$ cat config.mk
export PLATFORM = sky130hd
export DESIGN_NAME = cmpc_ctrl
export DESIGN_NICKNAME = d
export VERILOG_FILES = /design/src/verilog/cmpc_pkg.sv /design/src/verilog/cmpc_ctrl.sv
export VERILOG_INCLUDE_DIRS = /design/src /design/src/verilog
export SDC_FILE = /design/constraint.sdc
export NUM_CORES = 1
export LEC_CHECK = 0
export ABC_AREA = 1
export BUFFER_PORTS_ARGS = -buffer_cell sky130_fd_sc_hd__buf_2
export CAP_MARGIN = 20
export CORE_UTILIZATION = 39
export CTS_BUF_LIST = sky130_fd_sc_hd__clkbuf_8
export CTS_CLUSTER_DIAMETER = 100
export DETAILED_ROUTE_END_ITERATION = 8
export PLACE_DENSITY_LB_ADDON = 0.05
export SYNTH_ARGS = -nofsm -noshare
export SYNTH_HDL_FRONTEND = slang
export SYNTH_SLANG_ARGS = --single-unit
$ cat constraint.sdc
create_clock -name core_clk -period 1.7 [get_ports core_clk]
set_input_delay 0.425 -clock core_clk [delete_from_list [all_inputs] [get_ports core_clk]]
set_output_delay 0.425 -clock core_clk [all_outputs]
set_load 0.02 [all_outputs]
$ cat src/verilog/cmpc_regs.svh
// register indices, field positions, reset values for the comparator control block
`ifndef CMPC_REGS_SVH
`define CMPC_REGS_SVH

// register indices; the byte address on the bus is four times the index
`define CMPC_IDX_CH0_ON 16'hF950
`define CMPC_IDX_CH0_IRQ 16'hF951
`define CMPC_IDX_CH0_REF 16'hF952
`define CMPC_IDX_CH1_ON 16'hF954
`define CMPC_IDX_CH1_IRQ 16'hF955
`define CMPC_IDX_CH1_REF 16'hF956
`define CMPC_IDX_PWM_STAT 16'hF958

`define CMPC_ON_BIT 0
`define CMPC_RESULT_BIT 1
`define CMPC_EDGE_LSB 0
`define CMPC_SAMPLE_LSB 2
`define CMPC_REFSRC_BIT 4
`define CMPC_ESTOP_BIT 6
`define CMPC_COUNTING_BIT 7

`define CMPC_ON_RESET 8'h00
`define CMPC_IRQ_RESET 8'h00
`define CMPC_REF_RESET 4'h8

`endif
$ cat src/verilog/cmpc_pkg.sv
// types shared by the comparator control block
package cmpc_pkg;

    typedef enum logic [1:0] {
        EDGE_OFF = 2'b00,
        EDGE_FALL = 2'b01,
        EDGE_RISE = 2'b10,
        EDGE_BOTH = 2'b11
    } cmpc_edge_type;

    typedef enum logic [1:0] {
        SMP_NONE = 2'b00,
        SMP_16K = 2'b01,
        SMP_128K = 2'b10,
        SMP_256K = 2'b11
    } cmpc_sample_type;

    // gray codes along idle -> read wait -> read data
    typedef enum logic [1:0] {
        BUS_IDLE = 2'b00,
        BUS_RWAIT = 2'b01,
        BUS_RDATA = 2'b11,
        BUS_WDATA = 2'b10
    } cmpc_bus_type;

    typedef enum logic [2:0] {
        SEL_NONE = 3'h0,
        SEL_ON = 3'h1,
        SEL_IRQ = 3'h2,
        SEL_REF = 3'h3,
        SEL_PWM = 3'h4
    } cmpc_sel_type;

    typedef struct packed {
        logic on;
        cmpc_edge_type edge_mode;
        cmpc_sample_type sample_mode;
        logic ref_source;
        logic [3:0] ref_level;
    } cmpc_cfg_type;

    typedef struct packed {
        logic tick_16k;
        logic tick_128k;
        logic tick_256k;
    } cmpc_ticks_type;

endpackage

$ cat src/verilog/cmpc_ctrl.sv
// comparator on/off, result hold, edge interrupts, sampling, reference and phase outputs
// Contract
// - on bit set activates a channel; cleared deactivates it
// - result reads one when plus input exceeds minus input, else zero
// - switching a channel off freezes its result, still readable
// - channel 1 result at bit 1 compares external input against reference
// - edge field bits 1:0: off, falling, rising, both; resets to 00
// - interrupt raised on each result transition matching edge mode; when sampled, on a tick where result differs from the last sample
// - sample field bits 3:2: none, 16 kHz, 128 kHz, 256 kHz ticks
// - in stop mode no sampled detection happens
// - four-bit reference level, 50 mV steps, resets to 1000
// - channel 0 phase outputs follow the PWM counting flag
// - PWM emergency stop forces both phase outputs high
// - writing one to emergency flag clears it and drives phases low
// - channel 1 register 0: on at bit 0, result at bit 1, resets zero
`timescale 1ns/1ps
`include "cmpc_regs.svh"

module cmpc_ctrl (
    input wire logic core_clk,
    input wire logic reset,
    input wire logic hsel,
    input wire logic [31:0] haddr,
    input wire logic [1:0] htrans,
    input wire logic hwrite,
    input wire logic [2:0] hsize,
    input wire logic [31:0] hwdata,
    input wire logic hready,
    output logic hreadyout,
    output logic hresp,
    output logic [31:0] hrdata,
    input wire logic [1:0] compare_raw,
    input wire cmpc_pkg::cmpc_ticks_type ticks,
    input wire logic stop_mode,
    input wire logic pwm_counting_flag,
    input wire logic pwm_emergency_stop,
    output logic [1:0] comparator_on,
    output logic [7:0] reference_level,
    output logic reference_source_select,
    output logic [1:0] compare_interrupt,
    output logic positive_phase_out,
    output logic negative_phase_out
);
    import cmpc_pkg::*;

    // a macro literal cannot be bit-selected directly, so it is held at its width first
    localparam logic [7:0] on_rst_val = `CMPC_ON_RESET;
    localparam logic [7:0] irq_rst_val = `CMPC_IRQ_RESET;

    cmpc_bus_type bus_ff;
    cmpc_bus_type nxt_bus;
    logic [31:0] addr_ff;
    logic [31:0] hrdata_ff;
    cmpc_cfg_type cfg_ff [1:0];
    logic [1:0] result_ff;
    logic estop_flag_ff;
    logic hold_high_ff;
    logic pos_ff;
    logic neg_ff;
    logic [1:0] irq_ff;
    logic accept;
    logic wr_en;
    logic [1:0] wr_chan;
    cmpc_sel_type wr_sel;
    logic estop_clear;

    // which register a word address hits; also reports the channel
    function automatic cmpc_sel_type reg_decode(input logic [31:0] a, output logic [1:0] ch);
        logic [15:0] idx;
        idx = a[17:2];
        ch = 2'h0;
        reg_decode = SEL_NONE;
        if (a[31:18] == 14'h0000 && a[1:0] == 2'h0)
        begin
            case (idx)
                `CMPC_IDX_CH0_ON: reg_decode = SEL_ON;
                `CMPC_IDX_CH0_IRQ: reg_decode = SEL_IRQ;
                `CMPC_IDX_CH0_REF: reg_decode = SEL_REF;
                `CMPC_IDX_CH1_ON:
                begin
                    reg_decode = SEL_ON;
                    ch = 2'h1;
                end
                `CMPC_IDX_CH1_IRQ:
                begin
                    reg_decode = SEL_IRQ;
                    ch = 2'h1;
                end
                `CMPC_IDX_CH1_REF:
                begin
                    reg_decode = SEL_REF;
                    ch = 2'h1;
                end
                `CMPC_IDX_PWM_STAT: reg_decode = SEL_PWM;
                default: reg_decode = SEL_NONE;
            endcase
        end
    endfunction

    // tick chosen by the sample field; stop mode halts every tick
    function automatic logic tick_pick(input cmpc_sample_type m, input cmpc_ticks_type t,
                                       input logic stopped);
        case (m)
            SMP_16K: tick_pick = t.tick_16k && !stopped;
            SMP_128K: tick_pick = t.tick_128k && !stopped;
            SMP_256K: tick_pick = t.tick_256k && !stopped;
            default: tick_pick = 1'b0;
        endcase
    endfunction

    // bus slave: writes have no wait state, reads one so that read data is registered
    assign accept = hsel && htrans[1] && hready;
    assign hreadyout = (bus_ff != BUS_RWAIT);
    assign hresp = 1'b0;
    assign hrdata = hrdata_ff;

    always_comb
    begin
        case (bus_ff)
            BUS_RWAIT: nxt_bus = BUS_RDATA;
            default: nxt_bus = accept ? (hwrite ? BUS_WDATA : BUS_RWAIT) : BUS_IDLE;
        endcase
    end

    always_ff @(posedge core_clk)
    begin
        if (reset)
        begin
            bus_ff <= BUS_IDLE;
            addr_ff <= 32'h0000_0000;
        end
        else
        begin
            bus_ff <= nxt_bus;
            if (accept)
            begin
                addr_ff <= haddr;
            end
        end
    end

    always_comb
    begin
        wr_chan = 2'h0;
        wr_sel = reg_decode(addr_ff, wr_chan);
        wr_en = (bus_ff == BUS_WDATA);
    end

    assign estop_clear = wr_en && wr_sel == SEL_PWM && hwdata[`CMPC_ESTOP_BIT];

    // read data; bits above each register's fields stay zero
    always_ff @(posedge core_clk)
    begin
        logic [1:0] rch;
        cmpc_sel_type rsel;
        rch = 2'h0;
        rsel = reg_decode(addr_ff, rch);
        if (reset)
        begin
            hrdata_ff <= 32'h0000_0000;
        end
        else if (bus_ff == BUS_RWAIT)
        begin
            hrdata_ff <= 32'h0000_0000;
            case (rsel)
                SEL_ON:
                begin
                    hrdata_ff[`CMPC_ON_BIT] <= cfg_ff[rch[0]].on;
                    hrdata_ff[`CMPC_RESULT_BIT] <= result_ff[rch[0]];
                end
                SEL_IRQ:
                begin
                    hrdata_ff[`CMPC_EDGE_LSB+:2] <= cfg_ff[rch[0]].edge_mode;
                    hrdata_ff[`CMPC_SAMPLE_LSB+:2] <= cfg_ff[rch[0]].sample_mode;
                    hrdata_ff[`CMPC_REFSRC_BIT] <= cfg_ff[rch[0]].ref_source && !rch[0];
                end
                SEL_REF: hrdata_ff[3:0] <= cfg_ff[rch[0]].ref_level;
                SEL_PWM:
                begin
                    hrdata_ff[`CMPC_COUNTING_BIT] <= pwm_counting_flag;
                    hrdata_ff[`CMPC_ESTOP_BIT] <= estop_flag_ff;
                end
                default: hrdata_ff <= 32'h0000_0000;
            endcase
        end
    end

    genvar n;
    generate
        for (n = 0; n < 2; n++)
        begin : g_chan
            logic [2:0] sync_ff;
            logic res_d_ff;
            logic smp_ff;
            logic rise;
            logic fall;
            logic tick_sel;

            // configuration registers of this channel
            always_ff @(posedge core_clk)
            begin
                if (reset)
                begin
                    cfg_ff[n].on <= on_rst_val[`CMPC_ON_BIT];
                    cfg_ff[n].edge_mode <= EDGE_OFF;
                    cfg_ff[n].sample_mode <= SMP_NONE;
                    cfg_ff[n].ref_source <= irq_rst_val[`CMPC_REFSRC_BIT];
                    cfg_ff[n].ref_level <= `CMPC_REF_RESET;
                end
                else if (wr_en && wr_chan == 2'(n))
                begin
                    case (wr_sel)
                        SEL_ON: cfg_ff[n].on <= hwdata[`CMPC_ON_BIT];
                        SEL_IRQ:
                        begin
                            cfg_ff[n].edge_mode <= cmpc_edge_type'(hwdata[`CMPC_EDGE_LSB+:2]);
                            cfg_ff[n].sample_mode <=
                                cmpc_sample_type'(hwdata[`CMPC_SAMPLE_LSB+:2]);
                            // channel 1 has no external reference, its source bit is fixed
                            cfg_ff[n].ref_source <= (n == 0) && hwdata[`CMPC_REFSRC_BIT];
                        end
                        SEL_REF: cfg_ff[n].ref_level <= hwdata[3:0];
                        default: cfg_ff[n].ref_level <= cfg_ff[n].ref_level;
                    endcase
                end
            end

            // the analog output is asynchronous; three stages, change once the last two agree
            always_ff @(posedge core_clk)
            begin
                if (reset)
                begin
                    sync_ff <= 3'h0;
                end
                else
                begin
                    sync_ff <= {sync_ff[1:0], compare_raw[n]};
                end
            end

            // the result only follows the comparator while on, so it freezes when off
            always_ff @(posedge core_clk)
            begin
                if (reset)
                begin
                    result_ff[n] <= 1'b0;
                end
                else if (cfg_ff[n].on && sync_ff[1] == sync_ff[2])
                begin
                    result_ff[n] <= sync_ff[2];
                end
            end

            assign tick_sel = tick_pick(cfg_ff[n].sample_mode, ticks, stop_mode);

            // outside sampled mode the sample tracks the result so entering it is clean
            always_ff @(posedge core_clk)
            begin
                if (reset)
                begin
                    res_d_ff <= 1'b0;
                    smp_ff <= 1'b0;
                end
                else
                begin
                    res_d_ff <= result_ff[n];
                    if (cfg_ff[n].sample_mode == SMP_NONE || tick_sel)
                    begin
                        smp_ff <= result_ff[n];
                    end
                end
            end

            always_comb
            begin
                if (cfg_ff[n].sample_mode == SMP_NONE)
                begin
                    rise = result_ff[n] && !res_d_ff;
                    fall = !result_ff[n] && res_d_ff;
                end
                else
                begin
                    rise = tick_sel && result_ff[n] && !smp_ff;
                    fall = tick_sel && !result_ff[n] && smp_ff;
                end
            end

            always_ff @(posedge core_clk)
            begin
                if (reset)
                begin
                    irq_ff[n] <= 1'b0;
                end
                else
                begin
                    case (cfg_ff[n].edge_mode)
                        EDGE_FALL: irq_ff[n] <= fall;
                        EDGE_RISE: irq_ff[n] <= rise;
                        EDGE_BOTH: irq_ff[n] <= rise || fall;
                        default: irq_ff[n] <= 1'b0;
                    endcase
                end
            end

        end
    endgenerate

    // emergency flag: an arriving stop wins over a same-cycle clear
    always_ff @(posedge core_clk)
    begin
        if (reset)
        begin
            estop_flag_ff <= 1'b0;
            hold_high_ff <= 1'b0;
        end
        else if (pwm_emergency_stop)
        begin
            estop_flag_ff <= 1'b1;
            hold_high_ff <= 1'b1;
        end
        else if (estop_clear)
        begin
            estop_flag_ff <= 1'b0;
            hold_high_ff <= 1'b0;
        end
    end

    // phase outputs follow the channel 0 result only while the PWM counts
    always_ff @(posedge core_clk)
    begin
        if (reset)
        begin
            pos_ff <= 1'b0;
            neg_ff <= 1'b0;
        end
        else if (pwm_emergency_stop || (hold_high_ff && !estop_clear))
        begin
            pos_ff <= 1'b1;
            neg_ff <= 1'b1;
        end
        else if (estop_clear)
        begin
            pos_ff <= 1'b0;
            neg_ff <= 1'b0;
        end
        else
        begin
            pos_ff <= pwm_counting_flag && result_ff[0];
            neg_ff <= pwm_counting_flag && !result_ff[0];
        end
    end

    always_ff @(posedge core_clk)
    begin
        if (reset)
        begin
            compare_interrupt <= 2'h0;
        end
        else
        begin
            compare_interrupt <= irq_ff;
        end
    end

    assign comparator_on = {cfg_ff[1].on, cfg_ff[0].on};
    assign reference_level = {cfg_ff[1].ref_level, cfg_ff[0].ref_level};
    assign reference_source_select = cfg_ff[0].ref_source;
    assign positive_phase_out = pos_ff;
    assign negative_phase_out = neg_ff;
endmodule // cmpc_ctrl

==> results.md <==
* Status: finished with violations
* Failing checks: negative setup slack
* P&R area growth vs syn at 25.9%
* Post-Syn Area at between 3000 and 4000 um2
* Avg Inst Size Synth at 7.70 um2
* DRT Wirelength at ~8300 um
* Slew Limit Fails at 0
* RSZ-0062 raised after global routing: yes
* Setup-failing EPs final at 39
* Max-capacitance violation count at 0
* Leak at between 2 and 2.5 nW
* Switching Share at between 20% and 30%
* Post-DP HPWL at between 6000 and 7000 um
* Post-Syn Instances at around 490
* Worst setup path start: addr_ff[12]
* Crit path DAT at between 1.5 and 2 ns
* TritonCTS clock tree: built
* Largest net degree at the start of global routing at just over 40
* Synthesis Warnings at 0
* Setup total negative slack at -2.91 ns
* CTS clock-pin slew for the worst setup and hold paths at around 0.090 ns
* Crit Path Max Fanout at 8
* HP Class: in2reg
* Post-route cell area at approximately 4700 um2
* Layout Nets at 670
* CTS H-tree lvls at 3
* Core Rows at 35
* Per-cell routed wire length at ~12 um
* WHS Endpoint: g_chan[0].sync_ff[0]
* Pwr per Cell Area at between 800 and 900 nW/um2
* Number of global-route vias before repair at roughly 3,000
* Least-Margin Pin Slew at 0.699 ns
* Initial Util at roughly two fifths
* # diodes at 0
* Final Wtd Congestion at ~0.85
* Final ANT Viol Nets at 0
* Worst skew pair latency at between 0.3 and 0.4 ns
* Layout filler cell count at approximately 970
* Residual DRC at 0
* Avg Vias per Cell at 4.43
* Post-layout minimum cycle time at around 1.8 ns
* Max Fclk at between 500 and 600 MHz
* Die extent in y at about 100 um
* CP required at between 1.5 and 2 ns
* Core ar. at 9280 um2
* # clock sinks at between 70 and 80
* Worst vdd rail ir drop at 0.420 mV
* Register bit total from synthesis at 79
* Number of buffers created by CTS at 9
* Smallest setup slack after layout at -0.108 ns
* Combinational share of power at approximately 12%
* I/O pin count at 131
* Crit share post-route at 106%
* Most frequent cells in the layout: 103 x nand2_1, 74 x buf_2, 52 x dfxtp_1
* Remaining Overflow, GRT at 0
* WS Path Type: reg2reg
* Critical path launch point type: flop
* FF-to-FF End: cfg_ff[1][3]
* DRT Pass-1 Iters at 5
* Port Buffer Count at between 70 and 80
* R2r setup slk at -0.11 ns
* Sequential share of power at 52.0%
* First-pass GRT wire length at around 14,000 um
* R2R Path Start: addr_ff[12]
* Initial antenna violation count at 0
* Tot GR Track Use at a little under a fifth
* Clock power frac at 36.3%
* Min Hold Slack at between 0.2 and 0.3 ns
* Via count at around 3,200
* Clock Skew at approximately 0.014 ns
* Pint at 2.83 mW
* Chip width at about 100 um
* CTS max path bufs at 2
* Seq/Total Area, Yosys at about 47%
* Worst Reg-to-Reg Cells at 11
* Clock Tree Root: clkbuf_8
* Hold path start: compare_raw[0]
* Share of cells above drive strength 1 at a little over a third
* Die ar. at 10,100 um2
* Critical path endpoint category: flop
* Slew HR at 53.4%
* DR iter-0 viols at around 130
* Placed Area at 4340 um2
* Leading cell type in the layout, fill and taps excluded: nand2_1
* Post-synth cell types at 33
* Worst hold stages at 3
* Switching power total at 1.04 mW
* Fin. Hold Viols at 0
## power by group through the flow
stage | Combinational, mW | Clock (mW) | Sequential (mW)
floorplan | 0.303 | 0 | 2.05
global placement | 0.410 | 0 | 2.06
detailed placement | 0.412 | 0 | 2.06
CTS | 0.433 | 1.45 | 2.01
global route | 0.505 | 1.54 | 2.02
finish | 0.450 | 1.41 | 2.02
## logic make-up after synthesis
group / Yosys count / synth area share [%]
simple gates: 234 / 28.5
buf+inv: 104 / 14.2
flops: 79 / 47.0
compound gates: 69 / 9.60
mux: 2 / 0.598
other cells: 1 / 0.0996
## how the worst max path moves through the flow
stage / endpoint / slack [ns] / cells past startpoint
finish: cfg_ff[1][3] / -0.11 / 11
global route: hrdata[3] / -0.23 / 11
CTS: hrdata[3] / -0.07 / 9
detailed placement: cfg_ff[1][5] / -0.14 / 11
global placement: cfg_ff[1][5] / -0.12 / 11
floorplan: cfg_ff[1][5] / 0.0003 / 11
## final cells by class
cell class | instances | area, um2 | area share, %
Clock inverter | 7 | 70.1 | 1.48
Clock buffer | 9 | 124 | 2.61
Timing Repair Buffer | 115 | 697 | 14.7
Multi-Input combinational cell | 331 | 1710 | 36.1
Sequential cell | 79 | 1780 | 37.6
Tap cell | 129 | 161 | 3.40
Inverter | 52 | 198 | 4.17
## stage by stage
stage	power, mW	util [%]	setup slack, ns	std cells
finish	3.87	51.1	-0.108	722
detailed placement	2.47	46.8	-0.135	703
CTS	3.90	49.9	-0.0723	721
floorplan	2.36	-	0.000327	514
global route	4.06	51.1	-0.235	722
global placement	2.46	46.8	-0.120	703
## flip-flops by register name (all words and copies together) (netlist names), 2 cells and up
signal	count
addr_ff	32
cfg_ff	19
hrdata	7
g_chan.sync_ff	6
bus_ff	2
compare_interrupt	2
g_chan.res_d_ff	2
g_chan.smp_ff	2
irq_ff	2
result_ff	2
## critical path, stage by stage (launching register included)
cell	delay (ns)
dfxtp_2	0.33
nor2_2	0.11
nand2_2	0.09
nor2_8	0.23
nand3_4	0.11
nand2_4	0.10
nand2_4	0.07
nor2_4	0.15
inv_2	0.06
nor2_4	0.09
buf_4	0.12
nand3_1	0.05
## Yosys cell counts, drive strengths merged
master,count,area [um2]
a211oi,2,15.0
a21oi,49,245
a31oi,1,6.26
buf,40,294
clkbuf,12,45.0
clkinv,1,3.75
conb,1,3.75
dfxtp,60,1200
edfxtp,19,571
inv,51,191
mux2,2,22.5
nand2,124,493
nand3,26,150
nand3b,1,7.51
nand4,4,25.0
nor2,75,370
nor3,3,20.0
o211ai,1,7.51
o21ai,12,60.1
o22ai,2,12.5
o31ai,2,15.0
or2,1,6.26
## routing by layer
| layer | up-vias | part of all wire (%) | routed length [um] | track usage [%] |
|---|---|---|---|---|
| li1 | 1688 | - | - | - |
| met5 | - | 0 | 0 | 0 |
| met3 | 16 | 4.1 | 342 | 3.13 |
| met4 | 0 | 2.5 | 205 | 9.03 |
| met1 | 1405 | 50 | 4200 | 25.1 |
| met2 | 86 | 43 | 3580 | 27.0 |
## timing repair
item,in CTS,in global routing
setup buffers,2,2
endpoints found under the setup margin,41,46
gates resized for setup,27,29
hold buffers,0,0
pin swaps,12,21
Note: power is estimated with default switching activity, not from simulation.
